[src/rtl/pvi_pkg.sv]
// Package for the prioritized vector interrupt controller.
// Assumes a 32-bit APB register bus with byte addresses and one clock.
package pvi_pkg;

  // Register byte offsets on the APB bus.
  localparam logic [7:0] OFF_PROT = 8'h00;
  localparam logic [7:0] OFF_BASE_LOW = 8'h04;
  localparam logic [7:0] OFF_BASE_HIGH = 8'h08;
  localparam logic [7:0] OFF_FLAGS = 8'h0c;
  localparam logic [7:0] OFF_ENABLE = 8'h10;
  localparam logic [7:0] OFF_STATUS = 8'h14;
  localparam logic [7:0] OFF_ACCEPTED = 8'h18;
  localparam logic [7:0] OFF_LEVEL0 = 8'h20;

  // Protection key that opens the vector table base for writing.
  localparam logic [15:0] PROT_KEY = 16'h0096;

  // Vector table base after reset, split into its two writable bytes.
  localparam logic [7:0] BASE_MID_RST = 8'h80;
  localparam logic [7:0] BASE_TOP_RST = 8'h00;

  // Field positions inside a level register and the status register.
  localparam int LVL_EVEN_LSB = 0;
  localparam int LVL_ODD_LSB = 8;
  localparam int STAT_IRQ_BIT = 15;
  localparam int STAT_LVL_LSB = 8;
  localparam int STAT_VEC_LSB = 0;

  // Vector numbering of the maskable sources.
  localparam int FIRST_VECTOR = 4;
  localparam int TIMER0_VECTOR = 8;
  localparam int LAST_VECTOR = 19;
  localparam int MAX_VECTOR = 31;

  // Fetch address of a vector: table base plus four bytes per vector.
  function automatic logic [23:0] vec_fetch_addr(input logic [23:0] base,
                                                 input logic [4:0] vec);
    vec_fetch_addr = base + {17'h00000, vec, 2'b00};
  endfunction : vec_fetch_addr

endpackage : pvi_pkg

[src/rtl/pvi_source_cell.sv]
// One peripheral interrupt cause: its sticky flag, enable and request.
// Assumes cause and clear inputs are synchronous to core_clk.
`timescale 1ns/1ps
module pvi_source_cell (
  input wire logic core_clk,
  input wire logic resetn,
  input wire logic cause,
  input wire logic periph_clr,
  input wire logic sw_clr,
  input wire logic en_we,
  input wire logic en_wdata,
  output logic flag,
  output logic enable,
  output logic request
);

  logic flag_r;
  logic en_r;

  // The cause sets the flag and wins over a clear in the same cycle.
  always_ff @(posedge core_clk) begin
    if (!resetn) begin
      flag_r <= 1'b0;
    end else if (cause) begin
      flag_r <= 1'b1;
    end else if (periph_clr || sw_clr) begin
      flag_r <= 1'b0;
    end
  end

  // Enable bit written by software.
  always_ff @(posedge core_clk) begin
    if (!resetn) begin
      en_r <= 1'b0;
    end else if (en_we) begin
      en_r <= en_wdata;
    end
  end

  // Level based request, so enabling a set flag requests at once.
  assign request = flag_r & en_r;
  assign flag = flag_r;
  assign enable = en_r;

endmodule : pvi_source_cell

[src/rtl/pvi_interrupt_arbiter.sv]
// Combinational arbiter picking the highest level, then lowest vector.
// Assumes source i carries vector FIRST_VEC + i.
`timescale 1ns/1ps
module pvi_interrupt_arbiter #(
  parameter int NUM_SRC = 16,
  parameter int FIRST_VEC = 4
) (
  input wire logic [NUM_SRC-1:0] req,
  input wire logic [3*NUM_SRC-1:0] levels,
  output logic any_req,
  output logic [2:0] win_level,
  output logic [4:0] win_vector
);

  // Scan upward; only a strictly higher level displaces the current
  // winner, so equal levels keep the lower vector number.
  always_comb begin
    any_req = 1'b0;
    win_level = 3'h0;
    win_vector = 5'h00;
    for (int i = 0; i < NUM_SRC; i++) begin
      if (req[i] && (!any_req || levels[3*i +: 3] > win_level)) begin
        any_req = 1'b1;
        win_level = levels[3*i +: 3];
        win_vector = 5'(FIRST_VEC + i);
      end
    end
  end

endmodule : pvi_interrupt_arbiter

[src/rtl/pvi_ctrl.sv]
// Prioritized vector interrupt controller top with its APB registers.
// Assumes an APB master on core_clk and peripherals giving cause pulses
// and their own clear strobes synchronous to the same clock.
//
// Behaviour
// - Sources have fixed vectors, timer 8 to 19.
// - Fetch address is base plus four times vector.
// - Base reads 0x8000 after reset.
// - Low eight base bits are always zero.
// - Base writable only after key 0x0096.
// - Each cause sets its own flag.
// - Request only when flag and enable set.
// - Enabling a set flag requests at once.
// - Present request, winning level and vector.
// - Levels are three bits, reset to zero.
// - Highest level wins, ties to lowest vector.
// - Losers stay pending until served.
// - Higher newcomer replaces the presented request.
// - Clearing a flag withdraws its request.
// - No non-maskable request is ever raised.
// - Vectors 4 to 7 are the system sources.
// - Level register holds fields at 2:0, 10:8.
`timescale 1ns/1ps
module pvi_ctrl #(
  parameter int NUM_SRC = 16
) (
  input wire logic core_clk,
  input wire logic resetn,
  input wire logic psel,
  input wire logic penable,
  input wire logic pwrite,
  input wire logic [7:0] paddr,
  input wire logic [31:0] pwdata,
  input wire logic [3:0] pstrb,
  output logic [31:0] prdata,
  output logic pready,
  output logic pslverr,
  input wire logic [NUM_SRC-1:0] cause,
  input wire logic [NUM_SRC-1:0] periph_clr,
  input wire logic cpu_ack,
  output logic cpu_irq,
  output logic [2:0] cpu_level,
  output logic [4:0] cpu_vector,
  output logic cpu_nmi,
  output logic [23:0] vector_fetch_addr
);

  localparam int NUM_LVL_REG = NUM_SRC / 2;

  // Address match of level register k, shared by the write and read paths
  // so both decode the same word.
  function automatic logic lvl_hit(input logic [7:0] a, input int k);
    lvl_hit = (a == 8'(pvi_pkg::OFF_LEVEL0 + 4 * k));
  endfunction : lvl_hit

  // The vector field is five bits wide and level registers pair sources.
  if (NUM_SRC < 2 || NUM_SRC % 2 != 0 ||
      pvi_pkg::FIRST_VECTOR + NUM_SRC - 1 > pvi_pkg::MAX_VECTOR) begin : g_bad
    $error("pvi_ctrl: NUM_SRC must be even and fit vectors up to 31");
  end

  logic acc_setup;
  logic wr_en;
  logic wr_lo;
  logic wr_hi;
  logic [31:0] rd_data;
  logic rd_hit;
  logic [31:0] prdata_r;
  logic pslverr_r;
  logic prot_open_r;
  logic [7:0] base_mid_r;
  logic [7:0] base_top_r;
  logic [23:0] table_base;
  logic [2:0] level_r [NUM_SRC];
  logic [3*NUM_SRC-1:0] levels_flat;
  logic [NUM_SRC-1:0] flags;
  logic [NUM_SRC-1:0] enables;
  logic [NUM_SRC-1:0] requests;
  logic [NUM_SRC-1:0] sw_clr;
  logic en_we;
  logic arb_any;
  logic [2:0] arb_level;
  logic [4:0] arb_vector;
  logic irq_r;
  logic [2:0] level_out_r;
  logic [4:0] vector_out_r;
  logic [23:0] fetch_r;
  logic [4:0] accepted_vec_r;
  logic [2:0] accepted_lvl_r;
  logic accepted_valid_r;

  // APB phases: reads are captured in setup so the data leaves a flop,
  // and writes land at the access edge, the one where pready is seen.
  assign acc_setup = psel && !penable;
  assign wr_en = psel && penable && pwrite;
  assign wr_lo = wr_en && pstrb[0];
  assign wr_hi = wr_en && pstrb[1];

  // The slave never stalls; every access completes in its access cycle.
  assign pready = 1'b1;
  assign prdata = prdata_r;
  assign pslverr = pslverr_r;

  // Protection key: the exact key opens, any other full write closes.
  always_ff @(posedge core_clk) begin
    if (!resetn) begin
      prot_open_r <= 1'b0;
    end else if (wr_lo && wr_hi && paddr == pvi_pkg::OFF_PROT) begin
      prot_open_r <= (pwdata[15:0] == pvi_pkg::PROT_KEY);
    end
  end

  // Middle base byte: writable only while protection is open.
  always_ff @(posedge core_clk) begin
    if (!resetn) begin
      base_mid_r <= pvi_pkg::BASE_MID_RST;
    end else if (wr_hi && prot_open_r && paddr == pvi_pkg::OFF_BASE_LOW) begin
      base_mid_r <= pwdata[15:8];
    end
  end

  // Top base byte, the same protection applying.
  always_ff @(posedge core_clk) begin
    if (!resetn) begin
      base_top_r <= pvi_pkg::BASE_TOP_RST;
    end else if (wr_lo && prot_open_r && paddr == pvi_pkg::OFF_BASE_HIGH) begin
      base_top_r <= pwdata[7:0];
    end
  end

  // The low byte has no storage, so the table sits on a 256-byte boundary.
  assign table_base = {base_top_r, base_mid_r, 8'h00};

  // Level registers: each word pairs an even and an odd source.
  // A level change while the source can request takes effect at once;
  // software is expected to keep the source quiet meanwhile.
  always_ff @(posedge core_clk) begin
    if (!resetn) begin
      for (int s = 0; s < NUM_SRC; s++) begin
        level_r[s] <= 3'h0;
      end
    end else begin
      for (int k = 0; k < NUM_LVL_REG; k++) begin
        if (lvl_hit(paddr, k)) begin
          if (wr_lo) begin
            level_r[2*k] <= pwdata[pvi_pkg::LVL_EVEN_LSB +: 3];
          end
          if (wr_hi) begin
            level_r[2*k+1] <= pwdata[pvi_pkg::LVL_ODD_LSB +: 3];
          end
        end
      end
    end
  end

  // Flatten the levels for the arbiter.
  always_comb begin
    levels_flat = '0;
    for (int s = 0; s < NUM_SRC; s++) begin
      levels_flat[3*s +: 3] = level_r[s];
    end
  end

  // Software clears flags by writing ones; enables are written whole.
  assign en_we = wr_lo && wr_hi && paddr == pvi_pkg::OFF_ENABLE;
  always_comb begin
    sw_clr = '0;
    if (wr_lo && wr_hi && paddr == pvi_pkg::OFF_FLAGS) begin
      sw_clr = pwdata[NUM_SRC-1:0];
    end
  end

  // One flag and enable pair per source; source 0 is vector 4.
  for (genvar g = 0; g < NUM_SRC; g++) begin : g_src
    pvi_source_cell u_cell (
      .core_clk(core_clk),
      .resetn(resetn),
      .cause(cause[g]),
      .periph_clr(periph_clr[g]),
      .sw_clr(sw_clr[g]),
      .en_we(en_we),
      .en_wdata(pwdata[g]),
      .flag(flags[g]),
      .enable(enables[g]),
      .request(requests[g])
    );
  end

  // Vectors 4 to 7 are the system sources, the timer starts at 8.
  pvi_interrupt_arbiter #(
    .NUM_SRC(NUM_SRC),
    .FIRST_VEC(pvi_pkg::FIRST_VECTOR)
  ) u_arb (
    .req(requests),
    .levels(levels_flat),
    .any_req(arb_any),
    .win_level(arb_level),
    .win_vector(arb_vector)
  );

  // Outputs to the CPU are re-registered every cycle from the live
  // requests. A withdrawn flag drops out one cycle later, and a higher
  // newcomer replaces the presented pair while losers stay requested.
  always_ff @(posedge core_clk) begin
    if (!resetn) begin
      irq_r <= 1'b0;
      level_out_r <= 3'h0;
      vector_out_r <= 5'h00;
    end else begin
      irq_r <= arb_any;
      level_out_r <= arb_level;
      vector_out_r <= arb_vector;
    end
  end

  // Fetch address tracks the presented vector through the base.
  always_ff @(posedge core_clk) begin
    if (!resetn) begin
      fetch_r <= 24'h000000;
    end else begin
      fetch_r <= pvi_pkg::vec_fetch_addr(table_base, arb_vector);
    end
  end

  assign cpu_irq = irq_r;
  assign cpu_level = level_out_r;
  assign cpu_vector = vector_out_r;
  assign vector_fetch_addr = fetch_r;

  // This controller has no non-maskable source at all.
  assign cpu_nmi = 1'b0;

  // Record what the CPU last accepted, for software to inspect. The
  // controller does not clear flags on acceptance: the peripheral does,
  // so a source stays requested until its own clear arrives.
  always_ff @(posedge core_clk) begin
    if (!resetn) begin
      accepted_vec_r <= 5'h00;
      accepted_lvl_r <= 3'h0;
      accepted_valid_r <= 1'b0;
    end else if (cpu_ack && irq_r) begin
      accepted_vec_r <= vector_out_r;
      accepted_lvl_r <= level_out_r;
      accepted_valid_r <= 1'b1;
    end
  end

  // Read decode; unmapped addresses read zero and answer with an error.
  always_comb begin
    rd_data = 32'h00000000;
    rd_hit = 1'b1;
    unique case (paddr)
      pvi_pkg::OFF_PROT: rd_data[0] = prot_open_r;
      pvi_pkg::OFF_BASE_LOW: rd_data[15:0] = table_base[15:0];
      pvi_pkg::OFF_BASE_HIGH: rd_data[7:0] = table_base[23:16];
      pvi_pkg::OFF_FLAGS: rd_data[NUM_SRC-1:0] = flags;
      pvi_pkg::OFF_ENABLE: rd_data[NUM_SRC-1:0] = enables;
      pvi_pkg::OFF_STATUS: begin
        rd_data[pvi_pkg::STAT_IRQ_BIT] = irq_r;
        rd_data[pvi_pkg::STAT_LVL_LSB +: 3] = level_out_r;
        rd_data[pvi_pkg::STAT_VEC_LSB +: 5] = vector_out_r;
      end
      pvi_pkg::OFF_ACCEPTED: begin
        rd_data[pvi_pkg::STAT_IRQ_BIT] = accepted_valid_r;
        rd_data[pvi_pkg::STAT_LVL_LSB +: 3] = accepted_lvl_r;
        rd_data[pvi_pkg::STAT_VEC_LSB +: 5] = accepted_vec_r;
      end
      default: begin
        rd_hit = 1'b0;
        for (int k = 0; k < NUM_LVL_REG; k++) begin
          if (lvl_hit(paddr, k)) begin
            rd_hit = 1'b1;
            rd_data[pvi_pkg::LVL_EVEN_LSB +: 3] = level_r[2*k];
            rd_data[pvi_pkg::LVL_ODD_LSB +: 3] = level_r[2*k+1];
          end
        end
      end
    endcase
  end

  // Read data and error are captured in the setup cycle and held through
  // the access cycle, so the master sees flop outputs at its sample edge.
  always_ff @(posedge core_clk) begin
    if (!resetn) begin
      prdata_r <= 32'h00000000;
      pslverr_r <= 1'b0;
    end else if (acc_setup) begin
      prdata_r <= pwrite ? 32'h00000000 : rd_data;
      pslverr_r <= !rd_hit;
    end
  end

endmodule : pvi_ctrl

[config.mk]
export PLATFORM = sky130hd
export DESIGN_NAME = pvi_ctrl
export DESIGN_NICKNAME = d
export VERILOG_FILES = /design/src/rtl/pvi_pkg.sv /design/src/rtl/pvi_source_cell.sv /design/src/rtl/pvi_interrupt_arbiter.sv /design/src/rtl/pvi_ctrl.sv
export SDC_FILE = /design/constraint.sdc
export NUM_CORES = 1
export LEC_CHECK = 0
export ABC_AREA = 1
export ABC_CLOCK_PERIOD_IN_PS = 18150
export BUFFER_PORTS_ARGS = -buffer_cell sky130_fd_sc_hd__buf_2
export CORE_ASPECT_RATIO = 1.2
export CORE_MARGIN = 2
export CORE_UTILIZATION = 48
export CTS_CLUSTER_SIZE = 16
export DETAILED_ROUTE_END_ITERATION = 10
export PLACE_DENSITY = 0.72
export RECOVER_POWER = 25
export SLEW_MARGIN = 20
export SYNTH_ARGS = -nofsm -noshare
export SYNTH_HDL_FRONTEND = slang
export SYNTH_SLANG_ARGS = --single-unit
[constraint.sdc]
create_clock -name core_clk -period 18.15 [get_ports core_clk]
set_clock_uncertainty 0.2 [all_clocks]
set_input_delay 2.7225 -clock core_clk [delete_from_list [all_inputs] [get_ports core_clk]]
set_output_delay 2.7225 -clock core_clk [all_outputs]
set_load 0.02 [all_outputs]
# --- Word-level counts from Yosys, hierarchy flattened ---
# Memory sizes are Yosys's and may differ from the RTL's.
# Index checks and enable logic that the tools add are counted.
totals:
  reg_bits: 124
  ram_bits: 48
  in_bits: 82
  memories: 1
mem_list:
  columns: ["memory", "depth", "word_bits", "read_ports", "rd_clocked_by_memory_dff", "write_ports", "line_no", "rtl"]
  rows:
  - ["level_r", 16, 3, 16, 0, 16, "pvi_ctrl.sv:74", "logic [2:0] level_r [NUM_SRC];"]
classes:
  addsub: 1
  n_lt_le_gt_ge: 15
  eq_ne: 15
  mux: 181
  n_bitwise: 32
  reduce_logical: 97
ops:
  columns: ["cell", "n"]
  rows:
  - ["$mux 3", 52]
  - ["$mux 1", 108]
  - ["$eq 8x6->1 const B", 8]
  - ["$gt 3x3->1", 15]
  - ["$mux 16", 2]
  - ["$mux 4", 8]
  - ["$reduce_bool 2->1", 16]
  - ["$logic_or 1x1->1", 31]
  - ["$logic_and 1x1->1", 29]
  - ["$add 24x7->24", 1]
  - ["$eq 8x5->1 const B", 3]
  - ["$mux 5", 4]
  - ["$pmux 3 s6", 1]
  - ["$logic_not 1->1", 17]
  - ["$and 1x1->1", 16]
  - ["$eq 16x8->1 const B", 1]
  - ["$eq 8x4->1 const B", 2]
  - ["$or 1x1->1", 16]
  - ["$pmux 2 s6", 1]
  - ["$pmux 4 s3", 1]
  - ["$pmux 2 s5", 1]
  - ["$pmux 3 s3", 1]
  - ["$eq 8x3->1 const B", 1]
  - ["$logic_not 8->1", 1]
  - ["4 further kinds", 5]

# --- Logic depth before layout (Yosys ltp) ---
# Gate-level depths: netlist of run 1.
logic_depth:
  word_depth: 63
  ltp_mapped: 143

# --- By module ---
# A second synthesis of run 1 with hierarchy kept.
hier_totals:
  hier_cells: 1268
  hier_area_um2: 8994.9
modules_own_cells:
  columns: ["module", "instances", "cells_per_inst", "area_each_um2"]
  rows:
  - ["pvi_ctrl", 1, 703, 5529.1]
  - ["pvi_interrupt_arbiter", 1, 357, 2024.4]
  - ["pvi_source_cell", 16, 13, 90.1]

# --- Worst setup path after synthesis of run 1 ---
# No wires, ideal clock.
synth_path:
  path_type: "register to register"
  from: "register g_src[0].u_cell.en_r"
  to: "register vector_out_r[2], in the netlist cpu_vector[2]"
  setup_time_ns: 0.070
  t_arrival_ns: 15.261
  required_ns: 17.880
  setup_slack_ns: 2.619
  stages_incl_launch_ff: 141
  n_path_buf: 0
  synth_period_minus_slack_ns: 15.531
  path_cell_list: "dfxtp_1 > nand2_2 > nor2_1 > inv_1 > ha_1 > a21oi_1 > nand2_1 > nand2_1 > nand2_2 > nand2_4 > nand2_1 > and2_1 > ha_1 > a21oi_1 > o21ai_1 > nand2_1 > nand2_1 > nand2_4 > (+105 left out) > nand2_1 > o21ai_0 > nand2_1 > nand2_1 > nand2_1 > inv_1 > nand2_1 > and2_1 > ha_1 > a21oi_1 > o21ai_0 > nand2_1 > o21ai_0 > nand3_1 > nand2_1 > inv_1 > nand3_1 > a21oi_1"
synth_between:
  elab_chain_len: 62
  word_cells_on_any_way: 107
synth_lines:
  columns: ["item", "line_no", "rtl"]
  rows:
  - ["start, declared", "pvi_source_cell.sv:18", "logic en_r;"]
  - ["start signal, assigned", "pvi_source_cell.sv:36", "en_r <= en_wdata;"]
  - ["$and 1x1->1 *", "pvi_source_cell.sv:41", "assign request = flag_r & en_r;"]
  - ["$mux 3 or $mux 1 (tied branches)", "pvi_interrupt_arbiter.sv:22", "if (req[i] && (!any_req || levels[3*i +: 3] > win_level)) begin"]
  - ["$gt 3x3->1 or $logic_not 1->1 (tied branches)", "pvi_interrupt_arbiter.sv:22", null]
  - ["$logic_or 1x1->1", "pvi_interrupt_arbiter.sv:22", null]
  - ["$logic_and 1x1->1", "pvi_interrupt_arbiter.sv:22", null]
  - ["$mux 3 or $mux 1 (tied branches)", "pvi_interrupt_arbiter.sv:22", null]
  - ["$gt 3x3->1 or $logic_not 1->1 (tied branches)", "pvi_interrupt_arbiter.sv:22", null]
  - ["$logic_or 1x1->1", "pvi_interrupt_arbiter.sv:22", null]
  - ["(+46 left out)", null, null]
  - ["$gt 3x3->1 or $logic_not 1->1 (tied branches)", "pvi_interrupt_arbiter.sv:22", null]
  - ["$logic_or 1x1->1", "pvi_interrupt_arbiter.sv:22", null]
  - ["$logic_and 1x1->1", "pvi_interrupt_arbiter.sv:22", null]
  - ["$mux 3 or $mux 1 (tied branches)", "pvi_interrupt_arbiter.sv:22", null]
  - ["$gt 3x3->1 or $logic_not 1->1 (tied branches)", "pvi_interrupt_arbiter.sv:22", null]
  - ["$logic_or 1x1->1", "pvi_interrupt_arbiter.sv:22", null]
  - ["$logic_and 1x1->1", "pvi_interrupt_arbiter.sv:22", null]
  - ["$mux 5 *", "pvi_interrupt_arbiter.sv:22", null]
  - ["end signal, assigned", "pvi_ctrl.sv:212", "vector_out_r <= arb_vector;"]
  - ["end, declared", "pvi_ctrl.sv:86", "logic [4:0] vector_out_r;"]
# Every way passes the cells marked *; elsewhere a longest branch is shown, timed or not.
# A chain may end at the register's enable or synchronous reset.

# --- Final worst setup path of run 1 ---
# Same ends and word-level chain as after synthesis.

==> reports/results.ini, run 1 <==
[synth]
syn_area_sq_mm = 0.00840
yosysWarnings = 0
yosysUniqueCellTypes = 38
postSynthCellCount = 1148
post_synth.cell_area_avg_sq_um = 7.32
synthFlopType = dfxtp_1
async_flop_share_pct = 0
synth_edf_count = 48
synth_seq_cells = 148
seq_area_frac_synth_pct = 41.0

[clocking]
cts.htree.levels = 4
root_buffer = clkbuf_16
clock_latency_ns = 0.43
cts_hold_buf = 0
cts_buffer_depth = 2
cts_sinks = 148
cts_tree = built
clk_pin_slew_ns = 0.07
cts_made_buffers = 17

[floorplanning]
core_sq_mm = 0.0173
die_width_microns = 125
die-area_sq_mm = 0.0186
rows = 53
start_util_pct = 48.5
num_io_pins = 150
die_y_microns = 149

[finish]
diodes = 0
fin_cells = 1495
nFillCells = 1627
fin_util_pct = 56.3
area.growth.synth_to_final_pct = 16.1
drive_gt1_share_pct = 15.4
design_area_sq_mm = 0.00975
layout.nets = 1382

[timing]
fin_crit_ns = 16.56
holdWs_ns = 0.242
tns_ns = 0
period_share_pct = 91.2
maxSlewViolCount = 0
fin_ws_ns = 1.59
slew_headroom_pct = 42.9
setup_viol = 0
max_freq_mhz = 60.4
worst_pin_slew_ns = 0.856
finalHoldViolCount = 0

[route]
viasPerCell = 5.43
final_antenna_net_count = 0
wire_per_inst_microns = 16.7
drcViolationCount = 0
vias = 8125
dr.first_iter.drc_count = 679
drt-total-wl_microns = 24900
dr.pass1.iters = 6

[setup_path]
critPathKind = flip-flop to flip-flop
r2r_end = cpu_vector[2]$_SDFF_PP0_
arrival_ns = 16.71
endpoint_kind = flip-flop
cp_slowest_cell = dfxtp_2
r2r-start = g_src[0].u_cell.enable$_SDFFE_PN0P_
cp_top_family = simple AND/OR/NAND/NOR gates
cp_max_fo = 8
cp_common_cell = nand2_1
start_kind = flip-flop
required_ns = 18.31
rrSetupSlack_ns = 1.59
cpPeakStageDelay_ns = 0.37
r2r_cells = 138
cp.buffers_inverters = 16

[placement]
placed_cell_area_sq_mm = 0.00908
io_buffer_count = 110
place_inst = 1459
dp.final_hpwl_microns = 18900
post-place-ws_ns = 0.451
gp_congestion = 0.936

[grt]
antenna_found_initial = 0
grt_max_degree = 77
grt.total_usage_pct = 26.2
grt_first_pass_wirelength_microns = 38300
grt_pass1_vias = 7519
overflow = 0

[power]
p_total_mw = 0.758
leakage_nw = 4.66
powerDensity_mw_per_mm2 = 77.8
ir_drop_uv = 73.9

[hold_path]
worstHoldStart = base_mid_r[3]$_SDFFE_PN0P_
min_to = vector_fetch_addr[11]$_SDFF_PN0_
holdCritPathClass = flip-flop to flip-flop
hold_depth = 2

[status]
status = finished, final reports clean

[run]
maxCapViolCount = 0

==> cells in the final DEF, fill, tap and decap left out, drive strengths merged, types with 5 or more instances in the layout <==
cell / n
a21oi: 73
inv: 180
nand3: 67
conb: 21
and2: 7
nor2: 136
dfxtp: 100
nor3: 8
nand3b: 6
a31oi: 5
clkbuf: 53
clkinv: 12
edfxtp: 48
nand2: 281
buf: 83
ha: 38
o211ai: 7
a221oi: 9
o22ai: 7
o21ai: 109
nand4: 8
==> per-layer routing <==
metal / global-route usage [%] / part of all wire, % / wire (microns)
met1: 31.1 / 40 / 9850
met2: 47.0 / 49 / 12300
met3: 3.44 / 6.5 / 1620
met4: 12.6 / 4.6 / 1140
met5: 0 / 0 / 0
==> worst max path at each step <==
stage	startpoint	end	cells past startpoint
global placement	g_src[0].u_cell.enable$_SDFFE_PN0P_	cpu_vector[2]$_SDFF_PP0_	141
finish	g_src[0].u_cell.enable$_SDFFE_PN0P_	cpu_vector[2]$_SDFF_PP0_	138
global route	g_src[0].u_cell.enable$_SDFFE_PN0P_	cpu_vector[3]$_SDFF_PP0_	140
CTS	g_src[0].u_cell.enable$_SDFFE_PN0P_	cpu_vector[2]$_SDFF_PP0_	142
detailed placement	g_src[0].u_cell.enable$_SDFFE_PN0P_	cpu_vector[2]$_SDFF_PP0_	142
floorplan	g_src[0].u_cell.enable$_SDFFE_PN0P_	cpu_vector[2]$_SDFF_PP0_	140
==> cell families after synthesis <==
logic type                 synth area share [%]
buffers and inverters                      11.1
and+or+nand+nor                            27.6
adders and majority gates                  5.66
DFF                                        41.0
other                                    0.0894
AOI/OAI and AO/OA                          14.6
==> what timing repair did <==
item / in CTS / in global routing
endpoints found under the setup margin: 0 / 8
resized for setup: 0 / 42
setup buffers: 0 / 4
==> area by class of cell <==
type	instances	area [sq um]	area share, %
well taps	220	275	2.82
clock inverters	15	149	1.53
repair buffers	119	573	5.88
inverters	178	669	6.86
multi-input cells	798	4220	43.2
flip-flops and latches	148	3440	35.3
clock buffers	17	425	4.36
==> flip-flops by register name, indices dropped and copies added, names as in the netlist <==
signal / count
accepted_lvl_r: 3
accepted_valid_r: 1
accepted_vec_r: 5
base_mid_r: 8
base_top_r: 8
cpu_irq: 1
cpu_level: 3
cpu_vector: 4
g_src.u_cell.enable: 16
g_src.u_cell.flag: 16
level_r: 48
prdata: 16
prot_open_r: 1
pslverr: 1
vector_fetch_addr: 17
==> worst reg2reg max path: cells and delay by family, from the launching register on <==
| family | cells | cell delay (ns) |
|---|---|---|
| AO/OA/AOI/OAI | 33 | 3.98 |
| adder cells (fa/ha/maj) | 15 | 4.58 |
| buffers and inverters | 16 | 1.03 |
| flip-flops | 1 | 0.37 |
| AND/OR/NAND/NOR | 74 | 6.37 |
==> cells in the mapped netlist, types with 18 or more instances <==
| cell type | instances | area share [%] |
|---|---|---|
| ha_1 | 38 | 5.7 |
| o21ai_0 | 87 | 5.2 |
| nor2_1 | 134 | 6.0 |
| nand2_2 | 18 | 1.3 |
| dfxtp_1 | 100 | 24 |
| o21ai_1 | 22 | 1.3 |
| edfxtp_1 | 48 | 17 |
| inv_1 | 164 | 7.3 |
| nand2_1 | 252 | 11 |
| a21oi_1 | 73 | 4.4 |
| nand3_1 | 51 | 3.0 |
| buf_4 | 26 | 2.3 |
==> power by group <==
| group | switching, mW | total, mW | internal, mW |
|---|---|---|---|
| clock network | 0.151 | 0.344 | 0.193 |
| registers | 0.00748 | 0.359 | 0.351 |
| logic | 0.0383 | 0.0558 | 0.0175 |
Power figures use the tool's default switching activity.
==> run 2: changes to the inputs <==
- GPL_ROUTABILITY_DRIVEN: not set -> 0
- PLACE_DENSITY: 0.72 -> not set
- PLACE_DENSITY_LB_ADDON: not set -> 0.1
==> run 2 against run 1 <==
Effect of this change: cell count up 0.20%; combinational power about the same; first-iteration DRC count is 34% lower; sequential share of layout area is 0.21 points lower; critical path type unchanged; largest cell class unchanged; largest power group is now clock.
==> reports/results.ini, run 2 (same netlist as run 1, synthesis figures left out) <==
[grt]
grt_max_degree = 77  ; unchanged
antenna_found_initial = 0  ; unchanged
grt.total_usage_pct = 26.7  ; was 26.2%
grt_first_pass_wirelength_microns = 38300  ; about the same
overflow = 0  ; unchanged
grt_pass1_vias = 7312  ; was 7519

[finish]
design_area_sq_mm = 0.00981  ; was 0.00975 sq mm
regMostFlops = level_r  ; unchanged
area.growth.synth_to_final_pct = 16.8  ; was 16.1%
final_cell_mix = nand2_1, inv_1, nor2_1  ; unchanged
layout.cells.most_common = nand2_1  ; unchanged
diodes = 0  ; unchanged
drive_gt1_share_pct = 15.4  ; about the same
largest_reg_flops = 48  ; unchanged
fin_cells = 1498  ; was 1495
layout.nets = 1385  ; was 1382

[timing]
holdWs_ns = 0.243  ; was 0.242 ns
max_freq_mhz = 61.0  ; was 60.4 MHz
period_share_pct = 90.3  ; was 91.2%
finalHoldViolCount = 0  ; unchanged
tns_ns = 0  ; unchanged
worst_pin_slew_ns = 0.848  ; was 0.856 ns
maxSlewViolCount = 0  ; unchanged
fin_crit_ns = 16.38  ; was 16.56 ns
slew_headroom_pct = 43.4  ; was 42.9%
setup_viol = 0  ; unchanged

[setup_path]
required_ns = 18.30  ; was 18.31 ns
cp_slowest_cell = dfxtp_2  ; unchanged
start_kind = flip-flop  ; unchanged
cp_max_fo = 8  ; unchanged
cp_common_cell = nand2_1  ; unchanged
critPathKind = flip-flop to flip-flop  ; unchanged
endpoint_kind = flip-flop  ; unchanged
cpPeakStageDelay_ns = 0.35  ; was 0.37 ns
arrival_ns = 16.54  ; was 16.71 ns

[placement]
io_buffer_count = 110  ; unchanged
placed_cell_area_sq_mm = 0.00908  ; about the same
place_inst = 1460  ; was 1459
dp.final_hpwl_microns = 18900  ; about the same

[hold_path]
holdCritPathClass = flip-flop to flip-flop  ; unchanged

[floorplanning]
num_io_pins = 150  ; unchanged
start_util_pct = 48.5  ; unchanged
die_y_microns = 149  ; unchanged
core_sq_mm = 0.0173  ; unchanged
rows = 53  ; unchanged
die_width_microns = 125  ; unchanged
die-area_sq_mm = 0.0186  ; unchanged

[route]
vias = 7880  ; was 8125
wire_per_inst_microns = 16.7  ; about the same
final_antenna_net_count = 0  ; unchanged
dr.pass1.iters = 5  ; was 6
viasPerCell = 5.26  ; was 5.43
dr.first_iter.drc_count = 451  ; was 679
drcViolationCount = 0  ; unchanged
drt-total-wl_microns = 25100  ; was 24900 microns

[power]
p_total_mw = 0.777  ; was 0.758 mW
leakage_nw = 4.69  ; was 4.66 nW
ir_drop_uv = 59.7  ; was 73.9 uV
powerDensity_mw_per_mm2 = 79.2  ; was 77.8 mW/mm^2

[clocking]
clock_latency_ns = 0.43  ; about the same
cts_made_buffers = 17  ; unchanged
cts_hold_buf = 0  ; unchanged
cts_tree = built  ; unchanged
cts_buffer_depth = 2  ; unchanged
clk_pin_slew_ns = 0.07  ; about the same
cts.htree.levels = 4  ; unchanged
cts_sinks = 148  ; unchanged
root_buffer = clkbuf_16  ; unchanged

[status]
status = finished, final reports clean  ; unchanged

[run]
maxCapViolCount = 0  ; unchanged

-- run 2: changes by cell type in the layout (fill, tap and decap cells not counted), sizes merged --
cell	delta
inv	-1
clkbuf	+5
clkinv	-5
buf	+3
clkinvlp	+1
-- run 2: cell type report --
class	instances	area (sq um)
fill	1693	7500
multi-input combinational	798	4220
sequential	148	3440
inverter	178	669
timing repair buffer	122	596
clock buffer	22	497
tap	220	275
clock inverter	10	108
-- run 2: power breakdown --
part	total, mW	internal, mW	switching, mW
registers	0.359	0.351	0.00743
logic	0.0558	0.0178	0.0379
clock network	0.362	0.212	0.150
total	0.777	0.581	0.195
-- run 2: layer usage --
| metal | part of all wire, % | vias up | track usage [%] |
|---|---|---|---|
| met3 | 5.3 | 47 | 3.77 |
| li1 | - | 3956 | - |
| met2 | 48 | 271 | 45.8 |
| met1 | 43 | 3606 | 33.6 |
| met4 | 3.7 | 0 | 12.2 |
| met5 | 0 | - | 0 |
-- run 2: through the flow --
stage	setup WS (ns)	utilization, %
final	1.77	56.7
after CTS	0.509	56.0
after global routing	-0.0225	56.7
after global placement	0.773	52.5
after detailed placement	0.571	52.5
after floorplan	2.62	-
-- run 2: worst paths after layout --
path | slack, ns | startpoint | to | cells past startpoint
max | 1.77 | g_src[0].u_cell.enable$_SDFFE_PN0P_ | cpu_vector[2]$_SDFF_PP0_ | 141
min | 0.24 | base_top_r[5]$_SDFFE_PN0P_ | vector_fetch_addr[21]$_SDFF_PN0_ | 2
max reg2reg | 1.77 | g_src[0].u_cell.enable$_SDFFE_PN0P_ | cpu_vector[2]$_SDFF_PP0_ | 141
min reg2reg | 0.24 | base_top_r[5]$_SDFFE_PN0P_ | vector_fetch_addr[21]$_SDFF_PN0_ | 2
-- run 2: critical path, delay by kind of cell (launching register included) --
kind            cells  cell delay, ns
flops               1            0.35
buf+inv            17            1.10
simple gates       78            6.67
compound gates     31            3.49
fa+ha+maj          15            4.49
-- run 2: what timing repair did --
item,CTS,global route
setup endpoints to repair,0,8
gates resized for setup,0,41
hold endpoints to repair,0,0
buffers inserted,0,6
